File: src/core/xlate_consts.svh
// constants for the virtual address translator
`ifndef XLATE_CONSTS_SVH
`define XLATE_CONSTS_SVH

// ---------------------------------------------------------------
// processor register selectors
// ---------------------------------------------------------------
`define SEL_ENABLE 4'h0
`define SEL_DROP_ONE 4'h1
`define SEL_DROP_ALL 4'h2
`define SEL_SYS_BASE 4'h3
`define SEL_SYS_LEN 4'h4
`define SEL_LOW_BASE 4'h5
`define SEL_LOW_LEN 4'h6
`define SEL_HIGH_BASE 4'h7
`define SEL_HIGH_LEN 4'h8

// ---------------------------------------------------------------
// field positions and codes
// ---------------------------------------------------------------
`define ENABLE_BIT 0
`define REGION_LOW 2'h0
`define REGION_HIGH 2'h1
`define REGION_SYS 2'h2
`define PAGE_BITS 9
`define TLB_IDX_BITS 4
`define TLB_DEPTH 16

// ---------------------------------------------------------------
// reset values
// ---------------------------------------------------------------
`define RESET_ENABLE 1'h0
`define RESET_BASE 32'h00000000
`define RESET_LEN 22'h000000

`endif

File: src/core/xlate_pkg.sv
// types shared by the virtual address translator
package xlate_pkg;

  // page table entry layout
  typedef struct packed {
    logic valid;
    logic [3:0] rights;
    logic modify;
    logic [4:0] owner;
    logic [20:0] frame;
  } pte_t;

  typedef struct packed {
    logic [18:0] tag;
    pte_t page_table_entry;
  } tlb_entry_t;

  typedef struct packed {
    logic fault;
    logic [3:0] rights;
    logic modify;
    logic [29:0] paddr;
  } xlate_resp_t;

  typedef enum logic [3:0] {
    S_IDLE = 4'h1,
    S_CHECK = 4'h2,
    S_FETCH_SYS = 4'h4,
    S_FETCH_PTE = 4'h8
  } walk_state_t;

endpackage

File: src/core/tlb_store.sv
// translation cache storage, registered read
`timescale 1ns/1ps
`include "xlate_consts.svh"

module tlb_store (
  input wire logic clk,
  input wire logic writeEn,
  input wire logic [`TLB_IDX_BITS-1:0] writeIdx,
  input xlate_pkg::tlb_entry_t writeData,
  input wire logic [`TLB_IDX_BITS-1:0] readIdx,
  output xlate_pkg::tlb_entry_t readData
);
  xlate_pkg::tlb_entry_t mem [0:`TLB_DEPTH-1];

  always_ff @(posedge clk) begin
    if (writeEn) begin
      mem[writeIdx] <= writeData;
    end
    readData <= mem[readIdx];
  end
endmodule // tlb_store

File: src/core/vaddr_translator.sv
// virtual to physical address translator with a direct-mapped cache
`timescale 1ns/1ps
`include "xlate_consts.svh"

module vaddr_translator (
  input wire logic clk,
  input wire logic reset,
  input wire logic regWrite,
  input wire logic [3:0] regSel,
  input wire logic [31:0] regWdata,
  output logic [31:0] regRdata,
  input wire logic reqValid,
  input wire logic [31:0] reqVaddr,
  output logic reqReady,
  output logic respValid,
  output xlate_pkg::xlate_resp_t resp,
  output logic memReq,
  output logic [29:0] memAddr,
  input wire logic memAck,
  input wire logic [31:0] memData
);
  // ---------------------------------------------------------------
  // registers
  // ---------------------------------------------------------------
  logic translation_enable_reg;
  logic [31:0] sysBase_reg;
  logic [21:0] sysLen_reg;
  logic [31:0] lowBase_reg;
  logic [21:0] lowLen_reg;
  logic [31:0] highBase_reg;
  logic [21:0] highLen_reg;
  logic [`TLB_DEPTH-1:0] tlbValid_reg;
  xlate_pkg::walk_state_t state_reg;
  logic [31:0] vaddr_reg;
  logic [31:0] pteVa_reg;
  xlate_pkg::tlb_entry_t tlbRead;
  logic tlbFill;
  xlate_pkg::tlb_entry_t tlbFillData;
  logic dropOne;
  logic dropAll;

  assign dropOne = regWrite && regSel == `SEL_DROP_ONE;
  assign dropAll = regWrite && regSel == `SEL_DROP_ALL;

  always_ff @(posedge clk) begin
    if (reset) begin
      translation_enable_reg <= `RESET_ENABLE;
      sysBase_reg <= `RESET_BASE;
      sysLen_reg <= `RESET_LEN;
      lowBase_reg <= `RESET_BASE;
      lowLen_reg <= `RESET_LEN;
      highBase_reg <= `RESET_BASE;
      highLen_reg <= `RESET_LEN;
    end else if (regWrite) begin
      unique case (regSel)
        `SEL_ENABLE: translation_enable_reg <= regWdata[`ENABLE_BIT];
        `SEL_SYS_BASE: sysBase_reg <= regWdata;
        `SEL_SYS_LEN: sysLen_reg <= regWdata[21:0];
        `SEL_LOW_BASE: lowBase_reg <= regWdata;
        `SEL_LOW_LEN: lowLen_reg <= regWdata[21:0];
        `SEL_HIGH_BASE: highBase_reg <= regWdata;
        `SEL_HIGH_LEN: highLen_reg <= regWdata[21:0];
        default: ;
      endcase
    end
  end

  always_ff @(posedge clk) begin
    if (reset) begin
      regRdata <= 32'h00000000;
    end else begin
      unique case (regSel)
        `SEL_ENABLE: regRdata <= {31'h00000000, translation_enable_reg};
        `SEL_SYS_BASE: regRdata <= sysBase_reg;
        `SEL_SYS_LEN: regRdata <= {10'h000, sysLen_reg};
        `SEL_LOW_BASE: regRdata <= lowBase_reg;
        `SEL_LOW_LEN: regRdata <= {10'h000, lowLen_reg};
        `SEL_HIGH_BASE: regRdata <= highBase_reg;
        `SEL_HIGH_LEN: regRdata <= {10'h000, highLen_reg};
        default: regRdata <= 32'h00000000;
      endcase
    end
  end

  // ---------------------------------------------------------------
  // translation cache
  // ---------------------------------------------------------------
  tlb_store store (
    .clk(clk),
    .writeEn(tlbFill),
    .writeIdx(vaddr_reg[12:9]),
    .writeData(tlbFillData),
    .readIdx(reqVaddr[12:9]),
    .readData(tlbRead)
  );

  logic [`TLB_DEPTH-1:0] fillMask;
  for (genvar g = 0; g < `TLB_DEPTH; g++) begin : g_fill
    assign fillMask[g] = tlbFill && vaddr_reg[12:9] == 4'(g);
  end

  // a fill landing in the same cycle as a drop keeps its slot valid
  always_ff @(posedge clk) begin
    if (reset) begin
      tlbValid_reg <= '0;
    end else begin
      for (int i = 0; i < `TLB_DEPTH; i++) begin
        if (fillMask[i]) begin
          tlbValid_reg[i] <= 1'b1;
        end else if (dropAll) begin
          tlbValid_reg[i] <= 1'b0;
        end else if (dropOne && regWdata[12:9] == 4'(i)) begin
          tlbValid_reg[i] <= 1'b0;
        end
      end
    end
  end

  // ---------------------------------------------------------------
  // walk
  // ---------------------------------------------------------------
  logic [1:0] region;
  logic [20:0] vpn;
  logic lenFault;
  logic hit;
  logic [31:0] pteVa;
  logic [20:0] sysVpn;
  logic sysFault;
  xlate_pkg::pte_t fetched;

  assign region = vaddr_reg[31:30];
  assign vpn = vaddr_reg[29:`PAGE_BITS];
  assign fetched = xlate_pkg::pte_t'(memData);

  always_comb begin
    unique case (region)
      `REGION_SYS: lenFault = {1'b0, vpn} >= sysLen_reg;
      `REGION_LOW: lenFault = {1'b0, vpn} >= lowLen_reg;
      `REGION_HIGH: lenFault = {1'b0, vpn} < highLen_reg;
      default: lenFault = 1'b1;
    endcase
  end

  assign hit = tlbValid_reg[vaddr_reg[12:9]] && tlbRead.tag == vaddr_reg[31:13];
  assign pteVa = (region == `REGION_LOW ? lowBase_reg : highBase_reg)
    + {9'h000, vpn, 2'h0};
  assign sysVpn = pteVa[29:`PAGE_BITS];
  assign sysFault = pteVa[31:30] != `REGION_SYS || {1'b0, sysVpn} >= sysLen_reg;
  assign tlbFill = state_reg == xlate_pkg::S_FETCH_PTE && memAck && fetched.valid;
  assign tlbFillData = '{tag: vaddr_reg[31:13], page_table_entry: fetched};
  assign reqReady = state_reg == xlate_pkg::S_IDLE;

  always_ff @(posedge clk) begin
    if (reset) begin
      state_reg <= xlate_pkg::S_IDLE;
      vaddr_reg <= 32'h00000000;
      pteVa_reg <= 32'h00000000;
      memReq <= 1'b0;
      memAddr <= 30'h00000000;
      respValid <= 1'b0;
      resp <= '0;
    end else begin
      respValid <= 1'b0;
      unique case (state_reg)
        xlate_pkg::S_IDLE: begin
          if (reqValid) begin
            vaddr_reg <= reqVaddr;
            state_reg <= xlate_pkg::S_CHECK;
          end
        end
        xlate_pkg::S_CHECK: begin
          if (!translation_enable_reg) begin
            respValid <= 1'b1;
            resp <= '{fault: 1'b0, rights: 4'h0, modify: 1'b0,
              paddr: vaddr_reg[29:0]};
            state_reg <= xlate_pkg::S_IDLE;
          end else if (lenFault) begin
            respValid <= 1'b1;
            resp <= '{fault: 1'b1, rights: 4'h0, modify: 1'b0, paddr: 30'h00000000};
            state_reg <= xlate_pkg::S_IDLE;
          end else if (hit) begin
            respValid <= 1'b1;
            resp <= '{fault: 1'b0, rights: tlbRead.page_table_entry.rights, modify: tlbRead.page_table_entry.modify,
              paddr: {tlbRead.page_table_entry.frame, vaddr_reg[8:0]}};
            state_reg <= xlate_pkg::S_IDLE;
          end else if (region == `REGION_SYS) begin
            memReq <= 1'b1;
            memAddr <= sysBase_reg[29:0] + {7'h00, vpn, 2'h0};
            state_reg <= xlate_pkg::S_FETCH_PTE;
          end else if (sysFault) begin
            respValid <= 1'b1;
            resp <= '{fault: 1'b1, rights: 4'h0, modify: 1'b0, paddr: 30'h00000000};
            state_reg <= xlate_pkg::S_IDLE;
          end else begin
            pteVa_reg <= pteVa;
            memReq <= 1'b1;
            memAddr <= sysBase_reg[29:0] + {7'h00, sysVpn, 2'h0};
            state_reg <= xlate_pkg::S_FETCH_SYS;
          end
        end
        xlate_pkg::S_FETCH_SYS: begin
          if (memAck) begin
            if (!fetched.valid) begin
              memReq <= 1'b0;
              respValid <= 1'b1;
              resp <= '{fault: 1'b1, rights: 4'h0, modify: 1'b0,
                paddr: 30'h00000000};
              state_reg <= xlate_pkg::S_IDLE;
            end else begin
              memAddr <= {fetched.frame, pteVa_reg[8:0]};
              state_reg <= xlate_pkg::S_FETCH_PTE;
            end
          end
        end
        xlate_pkg::S_FETCH_PTE: begin
          if (memAck) begin
            memReq <= 1'b0;
            respValid <= 1'b1;
            if (!fetched.valid) begin
              resp <= '{fault: 1'b1, rights: 4'h0, modify: 1'b0,
                paddr: 30'h00000000};
            end else begin
              resp <= '{fault: 1'b0, rights: fetched.rights, modify: fetched.modify,
                paddr: {fetched.frame, vaddr_reg[8:0]}};
            end
            state_reg <= xlate_pkg::S_IDLE;
          end
        end
      endcase
    end
  end

  logic inCheck;
  assign inCheck = state_reg == xlate_pkg::S_CHECK && translation_enable_reg;
endmodule // vaddr_translator

File: config.mk
export PLATFORM = sky130hd
export DESIGN_NAME = vaddr_translator
export DESIGN_NICKNAME = d
export VERILOG_FILES = /design/src/core/xlate_pkg.sv /design/src/core/tlb_store.sv /design/src/core/vaddr_translator.sv
export VERILOG_INCLUDE_DIRS = /design/src /design/src/core
export SDC_FILE = /design/constraint.sdc
export NUM_CORES = 2
export LEC_CHECK = 0
export BUFFER_PORTS_ARGS = -buffer_cell sky130_fd_sc_hd__buf_4
export CAP_MARGIN = 25
export CORE_UTILIZATION = 65
export CTS_BUF_LIST = sky130_fd_sc_hd__clkbuf_8
export DETAILED_ROUTE_END_ITERATION = 6
export PLACE_DENSITY_LB_ADDON = 0.2
export SETUP_SLACK_MARGIN = 0.1
export SLEW_MARGIN = 20
export SYNTH_ARGS = -nofsm -noshare
export SYNTH_HDL_FRONTEND = slang
export SYNTH_SLANG_ARGS = --single-unit
File: constraint.sdc
create_clock -name clk -period 9.72 [get_ports clk]
set_input_delay 1.944 -clock clk [delete_from_list [all_inputs] [get_ports clk]]
set_output_delay 1.944 -clock clk [all_outputs]
set_load 0.05 [all_outputs]
; After elaboration in Yosys (flattened, before gate mapping)
; Memories as Yosys holds them, arrays and structs flattened. A register that Yosys moved wholly into a read port is not among the register bits.
; Cells that the tools add are included.
[op_classes]
div_mod_pow = 0
shifts = 0
eq_ne = 57
n_addsub = 3
n_lt_le_gt_ge = 5
mul = 0
muxes = 101
n_reduce_logical = 73
bitwise = 4
[op_table]
columns = operator, n
row1 = 36-bit two-way mux, 9
row2 = 32-bit one-hot mux with 7 select lines, 1
row3 = 30-bit two-way mux, 7
row4 = 36-bit one-hot mux with 3 select lines, 1
row5 = "4-bit == test, second input constant", 18
row6 = 1-bit two-way mux, 67
row7 = 21-bit by 22-bit greater-or-equal comparator with 1-bit output, 3
row8 = 30-bit by 23-bit adder with 30-bit output, 2
row9 = 30-bit one-hot mux with 2 select lines, 1
row10 = "4-bit by 3-bit == test with 1-bit output, second input constant", 13
row11 = 3-bit nonzero test, 17
row12 = 1-bit logical AND, 37
row13 = 32-bit by 23-bit adder with 32-bit output, 1
row14 = 32-bit two-way mux, 1
row15 = 4-bit two-way mux, 8
row16 = "4-bit by 2-bit == test with 1-bit output, second input constant", 7
row17 = 21-bit by 22-bit less-than comparator with 1-bit output, 1
row18 = 19-bit == test, 1
row19 = "2-bit inequality test, second input constant", 9
row20 = "4-bit by 1-bit == test with 1-bit output, second input constant", 4
row21 = 4-bit one-hot mux with 4 select lines, 1
row22 = 2-bit AND reduction, 8
row23 = 4-bit zero test, 3
row24 = 6-bit AND reduction, 2
row25 = 15 further kinds, 21
[word_totals]
romBits = 0
ram_bits = 816
mem_count = 1
regBits = 324
latchBits = 0
elab_cells = 278
[mem_list]
columns = name, depth, width, rd, rd_ports_with_merged_regs, write_ports, line
row1 = store.mem, 16, 51, 1, 1, 1, tlb_store.sv:13  ; xlate_pkg::tlb_entry_t mem [0:`TLB_DEPTH-1];

; Longest topological paths before layout
[depth]
word_depth = 11
depth_mapped = 30

; Hierarchy
; From an unflattened synthesis, not the netlist that was laid out.
[unflattened]
cells_unflattened = 3665
hier_area_um2 = 49851.6
[by_module_without_submodules]
columns = mod, n_inst, seq_area_each_um2, area_each_um2, cells_each
row1 = tlb_store, 1, 25524.5, 31611.6, 1320
row2 = vaddr_translator, 1, 6486.2, 18240.0, 2345

; Worst setup path before layout
; OpenSTA, ideal clock, no wires.
[synth_timing]
path_type = reg2reg
startpoint = register vaddr_reg[30]
endpoint = register memAddr[24]
period_less_slack_ps = 5838
n_path_buf = 3
arrival_ps = 5737
required_ps = 9619
stages_incl_launch_ff = 26
slack_ps = 3882
cell_sequence = dfxtp_1 > buf_2 > nor2_4 > buf_1 > clkbuf_1 > nand2_1 > nand2_1 > ha_1 > and3_1 > a221o_1 > a31o_2 > o211a_1 > a41oi_1 > o21bai_1 > a21oi_1 > xnor2_1 > mux2_2 > ha_1 > o211ai_1 > o31ai_1 > a41oi_1 > a211oi_1 > nor3_1 > a41oi_1 > nor2_1 > o41ai_1
[synth_between]
elab_chain_len = 10
[synth_lines]
columns = element, line
row1 = from (decl), vaddr_translator.sv:34  ; logic [31:0] vaddr_reg;
row2 = from (signal assigned), vaddr_translator.sv:167  ; vaddr_reg <= reqVaddr;
row3 = 2-bit zero test, vaddr_translator.sv:136  ; unique case (region)
row4 = 32-bit two-way mux, vaddr_translator.sv:145  ; assign pteVa = (region == `REGION_LOW ? lowBase_reg : highBase_reg)
row5 = 32-bit by 23-bit adder with 32-bit output, vaddr_translator.sv:145
row6 = 30-bit by 23-bit adder with 30-bit output, vaddr_translator.sv:197  ; memAddr <= sysBase_reg[29:0] + {7'h00, sysVpn, 2'h0};
row7 = 30-bit two-way mux, vaddr_translator.sv:190  ; end else if (sysFault) begin
row8 = 30-bit two-way mux, vaddr_translator.sv:186  ; end else if (region == `REGION_SYS) begin
row9 = 30-bit two-way mux, vaddr_translator.sv:181  ; end else if (hit) begin
row10 = 30-bit two-way mux, vaddr_translator.sv:177  ; end else if (lenFault) begin
row11 = 30-bit two-way mux, vaddr_translator.sv:172  ; if (!translation_enable_reg) begin
row12 = 30-bit one-hot mux with 2 select lines, vaddr_translator.sv:164  ; unique case (state_reg)
row13 = to (signal assigned), vaddr_translator.sv:188  ; memAddr <= sysBase_reg[29:0] + {7'h00, vpn, 2'h0};
row14 = to (signal assigned), vaddr_translator.sv:197
row15 = to (signal assigned), vaddr_translator.sv:210  ; memAddr <= {fetched.frame, pteVa_reg[8:0]};
row16 = to (decl), vaddr_translator.sv:18  ; output logic [29:0] memAddr,
; Parallel ways exist; a longest one is shown, timed or not. The select of a mux whose other input is x is not followed.
; A chain may end at the register's enable or synchronous reset.

; Final worst setup path
[layout_timing]
startpoint = register vaddr_reg[31]
endpoint = register resp[6] (netlist bit)
[layout_between]
elab_chain_len = 7
[layout_lines]
columns = element, line
row1 = 2-bit zero test, vaddr_translator.sv:136
row2 = 32-bit two-way mux, vaddr_translator.sv:145
row3 = 32-bit by 23-bit adder with 32-bit output, vaddr_translator.sv:145
row4 = 21-bit by 22-bit greater-or-equal comparator with 1-bit output or 2-bit inequality test (tied branches), -
row5 = 1-bit logical OR, vaddr_translator.sv:148  ; assign sysFault = pteVa[31:30] != `REGION_SYS || {1'b0, sysVpn} >= sysLen_reg;
row6 = 5-bit inequality test (no line), -
row7 = 6-bit AND reduction (no line), -
row8 = to (signal assigned), vaddr_translator.sv:174  ; resp <= '{fault: 1'b0, rights: 4'h0, modify: 1'b0,
row9 = to (signal assigned), vaddr_translator.sv:179  ; resp <= '{fault: 1'b1, rights: 4'h0, modify: 1'b0, paddr: 30'h00000000};
row10 = to (signal assigned), vaddr_translator.sv:183  ; resp <= '{fault: 1'b0, rights: tlbRead.page_table_entry.rights, modify: tlbRead.page_table_entry.modify,
row11 = to (decl), vaddr_translator.sv:16  ; output xlate_pkg::xlate_resp_t resp,
; Parallel ways exist; a longest one is shown, timed or not.

==> flow_metrics.py <==
metrics = {
    "outcome": {
        "status": "finished, final reports clean",
    },
    "timing": {
        "relSlewSlack_pct": 30.33,
        "holdWs_ns": 0.4576,
        "setup-violations-final": 0,
        "finalMaxSlewViolations": 0,
        "skew_ns": 0.05802,
        "fin_setup_tns_ns": 0,
        "hold_viol_final": 0,
        "max_freq_ghz": 0.1397,
        "tightest_slew_ns": 1.043,
        "period_share_pct": 73.64,
        "fin_crit_ns": 7.158,
        "grt_setup_unrepaired": "false",
    },
    "setup_path": {
        "arrival_ns": 7.91,
        "cpLargestDelayFamily": "compound AO/OA/AOI/OAI gates",
        "cp_max_fo": 56,
        "slowest_delay_ns": 0.87,
        "crit_chain": "nor2_4 -> buf_4 -> nand2_1 -> nand2_1 -> ha_1 -> a21o_1 -> a31o_1 -> a221o_1 -> a21o_1 -> a31oi_1 -> nor2_1 -> nand2_1 -> xor2_1 -> a21oi_1 -> ha_1 -> nand4b_1 -> or3_1 -> o22ai_1 -> nor3_1 -> o211a_2 -> o21ba_4 -> nor3b_4 -> a22o_1",
        "critPathSlowestCell": "o21ba_4",
        "critPathKind": "flip-flop to flip-flop",
        "cp_num_buf_inv": 1,
        "path_common_cell": "nand2_1",
        "ff2ff_setup_slack_ns": 2.56,
        "cp.required_ns": 10.47,
        "endpoint_kind": "flip-flop",
        "start_kind": "flip-flop",
    },
    "global_routing": {
        "antenna_found_initial": 5,
        "grt_max_degree": 107,
        "grt_usage_pct": 36.65,
        "grt_first_pass_wirelength_um": 189900,
        "gr-total-overflow": 0,
        "grt_pass1_vias": 30770,
    },
    "die": {
        "io-pin-count": 206,
        "chipWidth_um": 268.1,
        "die_height_um": 268.1,
        "dieArea_um2": 71880,
        "core-area_um2": 70030,
        "start_util_pct": 65.73,
        "std_cell_rows": 97,
    },
    "clocking": {
        "cts_setup_buffers": 0,
        "h-tree-depth": 4,
        "clk_latency_ns": 0.84,
        "tritoncts": "done",
        "cts_resized": 0,
        "cts.reportedPaths.clkPinSlew_ns": 0.06,
        "cts_root_buffer": "clkbuf_8",
        "numCtsBuffers": 166,
        "cts_max_path_buffers": 3,
        "cts_sinks": 1089,
        "hold_buffers": 0,
    },
    "route": {
        "finalWirelength_um": 130400,
        "drt-met1-wl_um": 47350,
        "dr.pass1.iters": 7,
        "vias_per_cell": 6.587,
        "top_layer_used": "met4",
        "drt_iter0_drc": 3677,
        "dr_wl_met3_um": 13830,
        "drc": 0,
        "wl_per_cell_um": 27.90,
        "vias": 30790,
        "postRouteAntennaNets": 0,
        "dr_wl_met2_um": 62970,
    },
    "layout": {
        "largestRegisters": "store.mem (720), store.readData (45), resp (36)",
        "largest_register": "store.mem",
        "fin_nets": 3825,
        "num-fill-cells": 4356,
        "area_delta_synth_final_pct": 12.89,
        "largest_reg_flops": 720,
        "layout-drive-gt1-share_pct": 21.80,
    },
    "placement": {
        "place.gp.congestion": 0.9547,
        "dp_hpwl_um": 78740,
        "numPortBuffers": 200,
    },
    "synth": {
        "ys.flop_type": "edfxtp_1",
        "synth_seq_cells": 1089,
        "ys_seq_area_share_pct": 63.02,
        "synth.avg_cell_area_um2": 13.73,
        "synth.area.top_cells": "edfxtp_1, dfxtp_1, mux4_2",
        "synth_nets": 3585,
        "yosys.area.top_type": "edfxtp_1",
        "syn_area_um2": 46030,
        "synth_edf_count": 720,
        "yosysUniqueCellTypes": 84,
        "synth_top_cell_area_share_pct": 46.97,
        "synthCells": 3353,
        "synth_warnings": 0,
        "synth_async_sr_flop_share_pct": 0,
    },
    "power": {
        "leakage_nw": 18.75,
        "peakVddDrop_uv": 157.5,
        "power_density_nw_per_um2": 181.8,
        "power_mw": 9.445,
    },
    "hold_path": {
        "hp-class": "flip-flop to flip-flop",
    },
    "flow_run": {
        "cap_violations": 0,
    },
}
cell usage in the layout, fill, tap and decap left out, drive strengths merged, types with 20 or more instances in the layout:
| cell type | count |
|---|---|
| a222oi | 51 |
| nand2 | 571 |
| inv | 157 |
| a311oi | 26 |
| nand3 | 20 |
| nor3 | 23 |
| buf | 272 |
| mux4 | 229 |
| edfxtp | 720 |
| dfxtp | 369 |
| a21o | 41 |
| mux2i | 29 |
| clkbuf | 188 |
| o21ai | 43 |
| a22oi | 29 |
| xnor2 | 28 |
| nor2 | 130 |
| ha | 125 |
| a21oi | 319 |
| clkinv | 42 |
| a211oi | 21 |
| xor2 | 39 |
metal layers:
layer  track usage, %  vias up
li1                 -    13230
met3            8.284      397
met5                0        -
met2            59.19     1999
met4            18.72        0
met1            46.83    15160
tightest hold or removal path: cells and delay by family (launching register included):
kind	cells	cell delay, ns
compound gates	1	0.05
flops	1	0.31
simple gates	1	0.05
final timing paths:
kind | startpoint | cells after the start | end
max | vaddr_reg[31] | 23 | resp[6]
max reg2reg | vaddr_reg[31] | 23 | resp[6]
min | vaddr_reg[2] | 2 | vaddr_reg[2]
min reg2reg | vaddr_reg[2] | 2 | vaddr_reg[2]
power breakdown:
part | total [mW] | internal (mW) | switching [mW]
Clock | 3.73 | 1.95 | 1.78
Combinational | 0.701 | 0.259 | 0.442
Sequential | 5.01 | 4.97 | 0.0360
area by class of cell:
type	count	area [µm²]	share of cell area, %
Sequential cell	1089	29010	55.83
Multi-Input combinational cell	1971	15910	30.61
Timing Repair Buffer	272	2183	4.202
Inverter	93	359.1	0.6911
Clock buffer	188	2587	4.980
Clock inverter	116	726.9	1.399
Tap cell	940	1176	2.263
Antenna cell	5	12.51	0.02408
cells by family (layout without fill, tap and decap cells):
kind of cell	Yosys count	count (layout)	synth area share, %
AO/OA/AOI/OAI	645	645	9.460
AND/OR/NAND/NOR	855	855	7.911
other	0	5	0
buffers and inverters	293	669	2.544
XOR/XNOR	67	67	1.275
adder cells (fa/ha/maj)	127	127	3.485
flip-flops	1089	1089	63.02
multiplexers	277	277	12.30
cells in the mapped netlist, types with 5 or more instances:
master,n
or3_1,5
a311oi_2,17
a311oi_1,9
nor2_1,128
o21bai_1,8
xor2_1,39
a22o_1,9
a22oi_1,29
nand4_1,15
nor3_1,22
edfxtp_1,720
ha_1,125
clkbuf_1,165
inv_1,93
nand3_1,20
dfxtp_1,369
and3_1,17
a211oi_1,15
nand2b_1,15
buf_4,5
and2_0,5
buf_2,9
a31oi_1,10
mux2_2,19
mux2i_1,29
mux4_2,229
a211o_1,13
a21o_1,41
o21ai_0,40
nor4_1,7
buf_1,16
xnor2_1,28
a211oi_2,6
nor2b_1,10
o21a_1,9
a221oi_1,6
and2_1,7
o211ai_1,19
nand2_1,571
and4_1,6
a222oi_1,51
a21oi_1,318
stage by stage:
step           cell area [µm²]  util [%]  worst slack [ns]  cells
6_report                 51960     74.20             2.562   4674
5_1_grt                  51960     74.20             2.178   4673
4_1_cts                  51890     74.09             2.593   4666
3_5_place_dp             48570     69.36             2.649   4362
3_3_place_gp             48460     69.19             2.731   4356
2_1_floorplan            46030         -             3.882   3353
Power figures use the tool's default switching activity.
